`config.mk`:
```
export PLATFORM = sky130hd
export DESIGN_NAME = rms_device_flat
export DESIGN_NICKNAME = d
export VERILOG_FILES = /design/src/rtl/rms_pkg.sv /design/src/rtl/rms_if.sv /design/src/rtl/rms_device.sv /design/src/flat_wrapper.sv
export SDC_FILE = /design/constraint.sdc
export NUM_CORES = 1
export LEC_CHECK = 0
export ABC_AREA = 1
export BUFFER_PORTS_ARGS = -buffer_cell sky130_fd_sc_hd__buf_2
export CAP_MARGIN = 15
export CORE_ASPECT_RATIO = 1.5
export CORE_MARGIN = 2
export CORE_UTILIZATION = 50
export CTS_BUF_LIST = sky130_fd_sc_hd__clkbuf_8
export DETAILED_ROUTE_END_ITERATION = 8
export HOLD_SLACK_MARGIN = 0.12
export PLACE_DENSITY = 0.74
export SKIP_CTS_REPAIR_TIMING = 1
export SYNTH_ARGS = -nofsm -noshare
export SYNTH_HDL_FRONTEND = slang
export SYNTH_SLANG_ARGS = --single-unit
```
`constraint.sdc`:
```
create_clock -name clk_i -period 2.07 [get_ports clk_i]
set_input_delay 0.414 -clock clk_i [delete_from_list [all_inputs] [get_ports clk_i]]
set_output_delay 0.414 -clock clk_i [all_outputs]
set_load 0.005 [all_outputs]
```
`src/rtl/rms_pkg.sv`:
```
// What this block does
// - Reset on power, undervoltage, software, input, line; line_low never sets (reset_out_n high in RUN).
// - Falling reset-input edge starts device reset.
// - Host pulls reset input low to reset.
// - Release reset output; low input marks external.
// - Reset output pulse lasts 100 to 860 ms.
// - Straps sampled latch delay after output rise.
// - Host holds input 100ms past rise, or 960ms.
// - Short 5-50ms input pulse counts as internal.
// - Short reset starts normally unless download straps low.
// - Handshake outputs become download straps during reset.
// - Config straps evaluated only after external reset.
// - Host applies only documented pin combinations.
// - Three modes: data, configuration, download.
// - Power-up resets device without host action.
// - Host may leave reset input unconnected.
// - Download straps low select download; cfg straps choose.
// - Reset input and four straps latched together.
// - Host drives download straps low only with reset.
package rms_pkg;

  // ****************************************************************
  // Timing
  // ****************************************************************
  localparam int unsigned CLK_HZ              = 100_000_000;
  localparam int unsigned RESET_PULSE_TIME_MS = 100;
  localparam int unsigned RESET_PULSE_MAX_MS  = 860;
  localparam int unsigned STRAP_LATCH_DELAY_US = 18;
  localparam int unsigned STRAP_LATCH_MAX_MS  = 100;
  localparam int unsigned HOST_HOLD_AFTER_MS  = 100;
  localparam int unsigned HOST_LONG_PULSE_MS  = 960;
  localparam int unsigned SHORT_RESET_TIME_MS = 5;
  localparam int unsigned SHORT_RESET_MAX_MS  = 50;

  localparam int unsigned CYC_PER_MS = CLK_HZ / 1000;
  localparam int unsigned CYC_PER_US = CLK_HZ / 1_000_000;
  // Least times, rounded up (exact at this rate).
  localparam int unsigned RESET_PULSE_CYC = RESET_PULSE_TIME_MS * CYC_PER_MS;
  localparam int unsigned STRAP_LATCH_CYC = STRAP_LATCH_DELAY_US * CYC_PER_US;
  localparam int unsigned HOST_HOLD_CYC   = HOST_HOLD_AFTER_MS * CYC_PER_MS;
  localparam int unsigned SHORT_RESET_CYC = SHORT_RESET_TIME_MS * CYC_PER_MS;
  localparam int unsigned CNT_W           = 32;

  // ****************************************************************
  // Mode encoding
  // ****************************************************************
  typedef enum logic [1:0] {
    RMS_MODE_NONE = 2'h0,
    RMS_MODE_DATA = 2'h1,
    RMS_MODE_CFG  = 2'h2,
    RMS_MODE_DL   = 2'h3
  } rms_mode_e;

  typedef enum logic [1:0] {
    RMS_REQ_NORMAL = 2'h0,
    RMS_REQ_CFG    = 2'h1,
    RMS_REQ_DATA   = 2'h2,
    RMS_REQ_DL     = 2'h3
  } rms_req_e;

endpackage

```
`src/rtl/rms_if.sv`:
```
interface rms_if;
  logic ext_reset_in;
  logic reset_out_n;
  // Each end has its own drive pair; the shared wires are resolved outside.
  logic dl_strap_a_i;
  logic dev_dl_strap_a_o;
  logic dev_dl_strap_a_oe;
  logic host_dl_strap_a_o;
  logic host_dl_strap_a_oe;
  logic dl_strap_b_i;
  logic dev_dl_strap_b_o;
  logic dev_dl_strap_b_oe;
  logic host_dl_strap_b_o;
  logic host_dl_strap_b_oe;
  logic cfg_strap_a;
  logic cfg_strap_b;

  modport dev (
    input  ext_reset_in,
    output reset_out_n,
    input  dl_strap_a_i,
    output dev_dl_strap_a_o,
    output dev_dl_strap_a_oe,
    input  dl_strap_b_i,
    output dev_dl_strap_b_o,
    output dev_dl_strap_b_oe,
    input  cfg_strap_a,
    input  cfg_strap_b
  );

  modport host (
    output ext_reset_in,
    input  reset_out_n,
    input  dl_strap_a_i,
    output host_dl_strap_a_o,
    output host_dl_strap_a_oe,
    input  dl_strap_b_i,
    output host_dl_strap_b_o,
    output host_dl_strap_b_oe,
    output cfg_strap_a,
    output cfg_strap_b
  );
endinterface

```
`src/rtl/rms_device.sv`:
```
module rms_device #(
  parameter int unsigned RESET_PULSE_CYC = rms_pkg::RESET_PULSE_CYC,
  parameter int unsigned STRAP_LATCH_CYC = rms_pkg::STRAP_LATCH_CYC
) (
  input  wire logic           clk_i,
  input  wire logic           arst_n_i,
  rms_if.dev                  lnk,
  input  wire logic           undervolt_i,
  input  wire logic           sw_reset_i,
  input  wire logic           clear_to_send_out_i,
  input  wire logic           set_ready_out_i,
  output logic                running_o,
  output logic                ext_reset_o,
  output logic                mode_valid_o,
  output rms_pkg::rms_mode_e  mode_o
);

  // ****************************************************************
  // State
  // ****************************************************************
  typedef enum logic [2:0] {
    RMS_ST_PULSE = 3'b001,
    RMS_ST_LATCH = 3'b010,
    RMS_ST_RUN   = 3'b100
  } rms_dev_st_e;

  typedef struct packed {
    rms_dev_st_e                  st;
    logic [rms_pkg::CNT_W-1:0]    cnt;
    logic [4:0]                   sync1;
    logic [4:0]                   sync2;
    logic                         rst_prev;
    logic                         line_prev;
    logic                         ext;
    logic                         valid;
    rms_pkg::rms_mode_e           mode;
  } rms_dev_s;

  rms_dev_s s_q;
  rms_dev_s s_d;
  logic     in_rst;
  logic     in_dla;
  logic     in_dlb;
  logic     in_cfa;
  logic     in_cfb;
  logic     line_low;

  assign in_rst = s_q.sync2[0];
  assign in_dla = s_q.sync2[1];
  assign in_dlb = s_q.sync2[2];
  assign in_cfa = s_q.sync2[3];
  assign in_cfb = s_q.sync2[4];
  // The driven line reads low while we release it only if someone else pulls it.
  assign line_low = (s_q.st == RMS_ST_RUN) && !lnk.reset_out_n;

  always_comb begin
    s_d          = s_q;
    // Metastable samples never reach the decode below.
    s_d.sync1    = {lnk.cfg_strap_b, lnk.cfg_strap_a, lnk.dl_strap_b_i,
                    lnk.dl_strap_a_i, lnk.ext_reset_in};
    s_d.sync2    = s_q.sync1;
    s_d.rst_prev = in_rst;
    s_d.line_prev = line_low;
    case (s_q.st)
      RMS_ST_PULSE: begin
        s_d.valid = 1'b0;
        s_d.mode  = rms_pkg::RMS_MODE_NONE;
        if (s_q.cnt >= RESET_PULSE_CYC - 1) begin
          s_d.st  = RMS_ST_LATCH;
          s_d.cnt = '0;
        end else begin
          s_d.cnt = s_q.cnt + 1'b1;
        end
      end
      RMS_ST_LATCH: begin
        if (s_q.cnt >= STRAP_LATCH_CYC - 1) begin
          // All five pins are taken from the same synchronised sample.
          s_d.st    = RMS_ST_RUN;
          s_d.valid = 1'b1;
          s_d.ext   = !in_rst;
          if (!in_dla && !in_dlb) begin
            s_d.mode = rms_pkg::RMS_MODE_DL;
          end else if (!in_rst && in_cfb) begin
            s_d.mode = in_cfa ? rms_pkg::RMS_MODE_CFG
                              : rms_pkg::RMS_MODE_DATA;
          end else begin
            s_d.mode = rms_pkg::RMS_MODE_DATA;
          end
        end else begin
          s_d.cnt = s_q.cnt + 1'b1;
        end
      end
      RMS_ST_RUN: begin
        if ((s_q.rst_prev && !in_rst) || (line_low && !s_q.line_prev) ||
            undervolt_i || sw_reset_i) begin
          s_d.st    = RMS_ST_PULSE;
          s_d.cnt   = '0;
          s_d.valid = 1'b0;
        end
      end
      default: begin
        s_d.st  = RMS_ST_PULSE;
        s_d.cnt = '0;
      end
    endcase
  end

  always_ff @(posedge clk_i or negedge arst_n_i) begin
    if (!arst_n_i) begin
      // Power-up enters the reset pulse with no host help.
      s_q.st        <= RMS_ST_PULSE;
      s_q.cnt       <= '0;
      s_q.sync1     <= 5'h1F;
      s_q.sync2     <= 5'h1F;
      s_q.rst_prev  <= 1'b1;
      s_q.line_prev <= 1'b0;
      s_q.ext       <= 1'b0;
      s_q.valid     <= 1'b0;
      s_q.mode      <= rms_pkg::RMS_MODE_NONE;
    end else begin
      s_q <= s_d;
    end
  end

  // During reset the handshake pins are released so they act as strap inputs.
  // The output rises as the pulse ends, so the strap latch point trails that rise.
  assign lnk.reset_out_n       = (s_q.st != RMS_ST_PULSE);
  assign lnk.dev_dl_strap_a_o  = clear_to_send_out_i;
  assign lnk.dev_dl_strap_b_o  = set_ready_out_i;
  assign lnk.dev_dl_strap_a_oe = (s_q.st == RMS_ST_RUN);
  assign lnk.dev_dl_strap_b_oe = (s_q.st == RMS_ST_RUN);
  assign running_o             = (s_q.st != RMS_ST_PULSE);
  assign ext_reset_o       = s_q.ext;
  assign mode_valid_o      = s_q.valid;
  assign mode_o            = s_q.mode;

endmodule

```
`src/flat_wrapper.sv`:
```
// flat-port wrapper written by rule: the top's interface ports become plain ports
module rms_device_flat 
#(
  parameter int unsigned RESET_PULSE_CYC = rms_pkg::RESET_PULSE_CYC,
  parameter int unsigned STRAP_LATCH_CYC = rms_pkg::STRAP_LATCH_CYC
)
  (clk_i, arst_n_i, undervolt_i, sw_reset_i, clear_to_send_out_i, set_ready_out_i, running_o, ext_reset_o, mode_valid_o, mode_o, lnk_ext_reset_in, lnk_reset_out_n, lnk_dl_strap_a_i, lnk_dev_dl_strap_a_o, lnk_dev_dl_strap_a_oe, lnk_dl_strap_b_i, lnk_dev_dl_strap_b_o, lnk_dev_dl_strap_b_oe, lnk_cfg_strap_a, lnk_cfg_strap_b);
  rms_if lnk_i ();
  input  wire logic clk_i;
  input  wire logic arst_n_i;
  input  wire logic undervolt_i;
  input  wire logic sw_reset_i;
  input  wire logic clear_to_send_out_i;
  input  wire logic set_ready_out_i;
  output logic running_o;
  output logic ext_reset_o;
  output logic mode_valid_o;
  output rms_pkg::rms_mode_e mode_o;
  input wire logic [$bits(lnk_i.ext_reset_in)-1:0] lnk_ext_reset_in;
  output wire logic [$bits(lnk_i.reset_out_n)-1:0] lnk_reset_out_n;
  input wire logic [$bits(lnk_i.dl_strap_a_i)-1:0] lnk_dl_strap_a_i;
  output wire logic [$bits(lnk_i.dev_dl_strap_a_o)-1:0] lnk_dev_dl_strap_a_o;
  output wire logic [$bits(lnk_i.dev_dl_strap_a_oe)-1:0] lnk_dev_dl_strap_a_oe;
  input wire logic [$bits(lnk_i.dl_strap_b_i)-1:0] lnk_dl_strap_b_i;
  output wire logic [$bits(lnk_i.dev_dl_strap_b_o)-1:0] lnk_dev_dl_strap_b_o;
  output wire logic [$bits(lnk_i.dev_dl_strap_b_oe)-1:0] lnk_dev_dl_strap_b_oe;
  input wire logic [$bits(lnk_i.cfg_strap_a)-1:0] lnk_cfg_strap_a;
  input wire logic [$bits(lnk_i.cfg_strap_b)-1:0] lnk_cfg_strap_b;
  assign lnk_i.ext_reset_in = lnk_ext_reset_in;
  assign lnk_reset_out_n = lnk_i.reset_out_n;
  assign lnk_i.dl_strap_a_i = lnk_dl_strap_a_i;
  assign lnk_dev_dl_strap_a_o = lnk_i.dev_dl_strap_a_o;
  assign lnk_dev_dl_strap_a_oe = lnk_i.dev_dl_strap_a_oe;
  assign lnk_i.dl_strap_b_i = lnk_dl_strap_b_i;
  assign lnk_dev_dl_strap_b_o = lnk_i.dev_dl_strap_b_o;
  assign lnk_dev_dl_strap_b_oe = lnk_i.dev_dl_strap_b_oe;
  assign lnk_i.cfg_strap_a = lnk_cfg_strap_a;
  assign lnk_i.cfg_strap_b = lnk_cfg_strap_b;
  rms_device #(.RESET_PULSE_CYC(RESET_PULSE_CYC), .STRAP_LATCH_CYC(STRAP_LATCH_CYC)) u_core (.clk_i(clk_i), .arst_n_i(arst_n_i), .lnk(lnk_i), .undervolt_i(undervolt_i), .sw_reset_i(sw_reset_i), .clear_to_send_out_i(clear_to_send_out_i), .set_ready_out_i(set_ready_out_i), .running_o(running_o), .ext_reset_o(ext_reset_o), .mode_valid_o(mode_valid_o), .mode_o(mode_o));
endmodule
```
* After elaboration in Yosys (flattened, before gate mapping) *
Cells that the tools add are included.
Widths: inputs -> output; s select.

word-level totals
  register bits after elaboration = 51
  bits of input ports = 11
  output and inout bits = 10
  word-level logic and storage cells = 53

operators by class
  $add $sub $neg = 1
  $lt $le $gt $ge = 2
  eq/ne operators = 8
  mux-type cells = 13
  reduce and logical (&&, ||, !) cells = 20

operators with widths
  cell                   number
  $pmux 35 s3            1
  $mux 32                2
  $mux 35                1
  $add 32x1->32 const B  1
  $ge 32x11->1 const B   1
  $ge 32x24->1 const B   1
  $mux 3                 3
  $mux 2                 3
  $ne 2x1->1 const B     3
  $reduce_and 2->1       3
  $reduce_and 3->1       2
  $logic_and 1x1->1      5
  $logic_not 1->1        5
  $pmux 2 s2             1
  $eq 3x1->1 const B     1
  $eq 3x2->1 const B     1
  $eq 3x3->1 const B     1
  $logic_or 1x1->1       3
  $ne 3x1->1 const B     1
  $pmux 1 s3             1
  $reduce_bool 3->1      1
  $ne 2x2->1 const B     1
  $reduce_bool 2->1      1
  $mux 1                 1

* Logic depth before layout (Yosys ltp) *
  word-level depth = 9
  mapped depth = 13
  mapped depth without buffers = 12

* Worst setup path before layout *
Ideal clock, no wire load.

  path type = flip-flop to flip-flop
  start point = register u_core.s_q[16] in the netlist's numbering
  end point = register u_core.s_q[20] in the netlist's numbering
  setup time = 120 ps
  arrival = 1540 ps
  required time = 1950 ps
  slack = 409 ps
  stages on the path, launching flop included = 13
  period minus slack after synthesis = 1661 ps
  cell sequence = dfrtp_1 -> ha_1 -> nand2_2 -> nand2_1 -> inv_1 -> nand2_1 -> nand2_1 -> nand3_2 -> nand2_4 -> buf_2 -> nand4_1 -> nand2_1 -> nor2_1

between the ends
  word-level cells in the longest chain between the ends = 3
  elaborated cells on any way between the ends = 8

RTL lines
  what                                                    RTL line                            source
  start, declared                                         rms_device.sv:39                    rms_dev_s s_q;
  $add 32x1->32 (tied with other cells)                   rms_device.sv:72, rms_device.sv:90
  $mux 32 (tied with other cells)                         rms_device.sv:76                    if (s_q.cnt >= STRAP_LATCH_CYC - 1) begin
  $pmux 35 s3 / $reduce_and 2->1 (equally long branches)  --

Parallel ways exist; a longest one is shown, timed or not. The select of a mux whose other input is x is not followed.
A chain may end at the register's enable or synchronous reset.

* Worst setup path in the final report *
  start point = register u_core.s_q[48] in the netlist's numbering
  end point = output running_o

between the ends
  word-level cells in the longest chain between the ends = 1

RTL lines
  what           RTL line            source
  $ne 3x1->1     rms_device.sv:132   assign running_o = (s_q.st != RMS_ST_PULSE);
  end, declared  flat_wrapper.sv:15  output logic running_o;

Every way passes these cells.

==> flow_metrics.tcl <==
set metrics [dict create \
    post-dp-hpwl_um 4750 \
    slew_violations 0 \
    timing.rr.end "u_core.s_q[26]" \
    skew_ns 0.0104 \
    ys.flop_type "dfrtp_1" \
    final_nets 426 \
    io_buffers 16 \
    die_width_um 66.2 \
    yosysTopAreaCell "dfrtp_1" \
    cp.required_ns 1.66 \
    syn_area_um2 2900 \
    arrival_ns 1.42 \
    slowest_delay_ns 0.55 \
    endpoint_kind "primary output" \
    grt_max_degree 29 \
    dr_total_vias 2455 \
    viasPerCell 5.04 \
    max_freq_ghz 0.545 \
    yosysMostFrequentCell "nand2_1" \
    dr.pass1.iters 5 \
    initial_core_util_pct 50.8 \
    endpoint "running_o" \
    power_density_nw_per_um2 559 \
    hold_viol_final 0 \
    cts.root.buffer_cell "clkbuf_8" \
    cts_max_level 2 \
    antenna_found_initial 0 \
    ioPinCount 21 \
    gp_congestion 0.898 \
    worstSetupStartpoint "u_core.s_q[48]" \
    cts.clk_slew.worst_paths_ns 0.10 \
    ys_seq_elements 50 \
    drive_above_1_share_pct 15.4 \
    ctsLongestPathBuffers 2 \
    outcome "finished, final reports clean" \
    setup_violations 0 \
    cp-start-kind "flip-flop" \
    worstHoldPathType "in2reg" \
    drv_cap 0 \
    min_period_ns 1.83 \
    grt_usage_pct 21.4 \
    antenna_cells 0 \
    first_global_vias 2395 \
    antenna_left 0 \
    clk_latency_ns 0.32 \
    ir_worst_vdd_uv 271 \
    yosys-top-cells-count "124 x nand2_1, 51 x inv_1, 46 x nand3_1" \
    die-area_um2 6430 \
    tightest_slew_ns 0.548 \
    detail_route.wl_per_cell_um 12.9 \
    overflow 0 \
    synth_seq_area_share_pct 43.7 \
    drtIter0Drc 147 \
    synth_top_area_share_pct 32.8 \
    syn_nets 411 \
    yosysUniqueCellTypes 29 \
    drc 0 \
    ff2ff_path_depth 11 \
    grt_pass1_wl_um 10800 \
    rrSetupSlack_ns 0.28 \
    synth.area.top_cells "dfrtp_1 33%, nand2_1 16%, dfstp_2 11%, nand3_1 7.9%, inv_1 6.6%" \
    async_flop_share_pct 100 \
    yosysWarnings 0 \
    cp_max_fo 7 \
    area_growth_pct 8.59 \
    fp.dieH_um 97.2 \
    critPathKind "reg2out" \
    reg2reg_from "u_core.s_q[16]" \
    core_um2 5700 \
    cts_buffers 5 \
    wl_um 6270 \
    rows 34 \
    slew-limit-headroom_pct 63.5 \
    fin_util_pct 55.2 \
    period_share_pct 88.6 \
    tritoncts "done" \
    critPathSlowestCell "dfstp_2" \
    cpMostUsedCell "inv_1" \
    syn_avg_cell_area_um2 7.26 \
    clkSinkCount 50 \
    netlist_instances 399 \
    crit_chain "inv_1, nor3_2, inv_1, buf_2" \
    tns_ns 0 \
    leakage_nw 1.69 \
    synth_edf_count 0 \
    rsz0062_at_grt "no" \
]
[final cells by class]
| cell class | instances | area, um2 |
|---|---|---|
| multi-input cells | 279 | 1320 |
| clock buffers | 5 | 68.8 |
| clock inverters | 3 | 47.5 |
| repair buffers | 23 | 148 |
| inverters | 55 | 206 |
| well taps | 72 | 90.1 |
| flip-flops and latches | 50 | 1270 |
| fillers | 562 | 2550 |
[cells by family after synthesis]
| kind of cell | count (synthesis) | share of synthesized area [%] |
|---|---|---|
| XOR/XNOR | 6 | 1.81 |
| AO/OA/AOI/OAI | 16 | 3.11 |
| adder cells (fa/ha/maj) | 1 | 0.432 |
| flip-flops | 50 | 43.7 |
| AND/OR/NAND/NOR | 256 | 40.1 |
| buffers and inverters | 70 | 10.8 |
[sequential cells by signal, indices dropped and copies added (netlist names)]
register,cells
u_core.in_cfa,1
u_core.in_rst,1
u_core.in_cfb,1
u_core.ext_reset_o,1
u_core.in_dla,1
u_core.s_d,5
u_core.in_dlb,1
u_core.mode_o,2
u_core.mode_valid_o,1
u_core.s_q,36
[power breakdown]
group	leakage [nW]	internal, W	switching, W	total (W)
Combinational	0.989	0.0000116	0.0000232	0.0000348
Sequential	0.648	0.000996	0.00000368	0.000999
Clock	0.0587	0.000367	0.000357	0.000723
[cells in the final DEF (no fill, tap or decap), types with 5 or more instances in the layout]
cell / Yosys / layout
xor2_1: 6 / 6
dfstp_2: 12 / 12
a21oi_1: 7 / 7
inv_1: 51 / 51
nor3_1: 11 / 11
nor2_1: 44 / 44
nand3_1: 46 / 46
nand2_1: 124 / 124
buf_2: 5 / 16
dfrtp_1: 38 / 38
clkbuf_8: 0 / 5
nand4_1: 13 / 13
buf_4: 6 / 5
o21ai_0: 5 / 5
[worst max-delay path, delay by kind of cell, from the launching register on]
kind	cells	cell delay, ns
and+or+nand+nor	1	0.18
buffers and inverters	3	0.38
DFF	1	0.55
[routing by layer]
metal  vias up  share of wire (%)  GRT usage, %  wire length, um
met1      1130                 41          26.5             2570
met2        41                 53          36.5             3330
met3        13                2.7          3.13              171
li1       1271                  -             -                -
met5         -                  0             0                0
met4         0                3.0          8.79              191
[worst min path at each step]
stage                          start            endpoint  slack, ns  depth (start not counted)
floorplan                   arst_n_i  u_core.ext_reset_o       0.12                          0
global placement      u_core.s_d[10]       u_core.in_cfb       0.35                          0
detailed placement     u_core.s_d[7]       u_core.in_dla       0.35                          0
CTS                         arst_n_i      u_core.s_q[34]       0.09                          1
global route        lnk_ext_reset_in       u_core.s_d[6]       0.17                          1
finish              lnk_ext_reset_in       u_core.s_d[6]       0.18                          1
[through the flow]
step                      setup slack (ns)  instance area (um2)  total power, W  instances  hold slack, ns
after detailed placement             0.247                 3020         0.00105        478           0.347
after CTS                            0.228                 3130         0.00177        486          0.0874
after global routing                0.0486                 3150         0.00182        487           0.165
after floorplan                      0.409                 2900         0.00102        399           0.118
after global placement               0.305                 3020         0.00105        478           0.346
final                                0.236                 3150         0.00176        487           0.184
(Power assumes the default switching activity.)
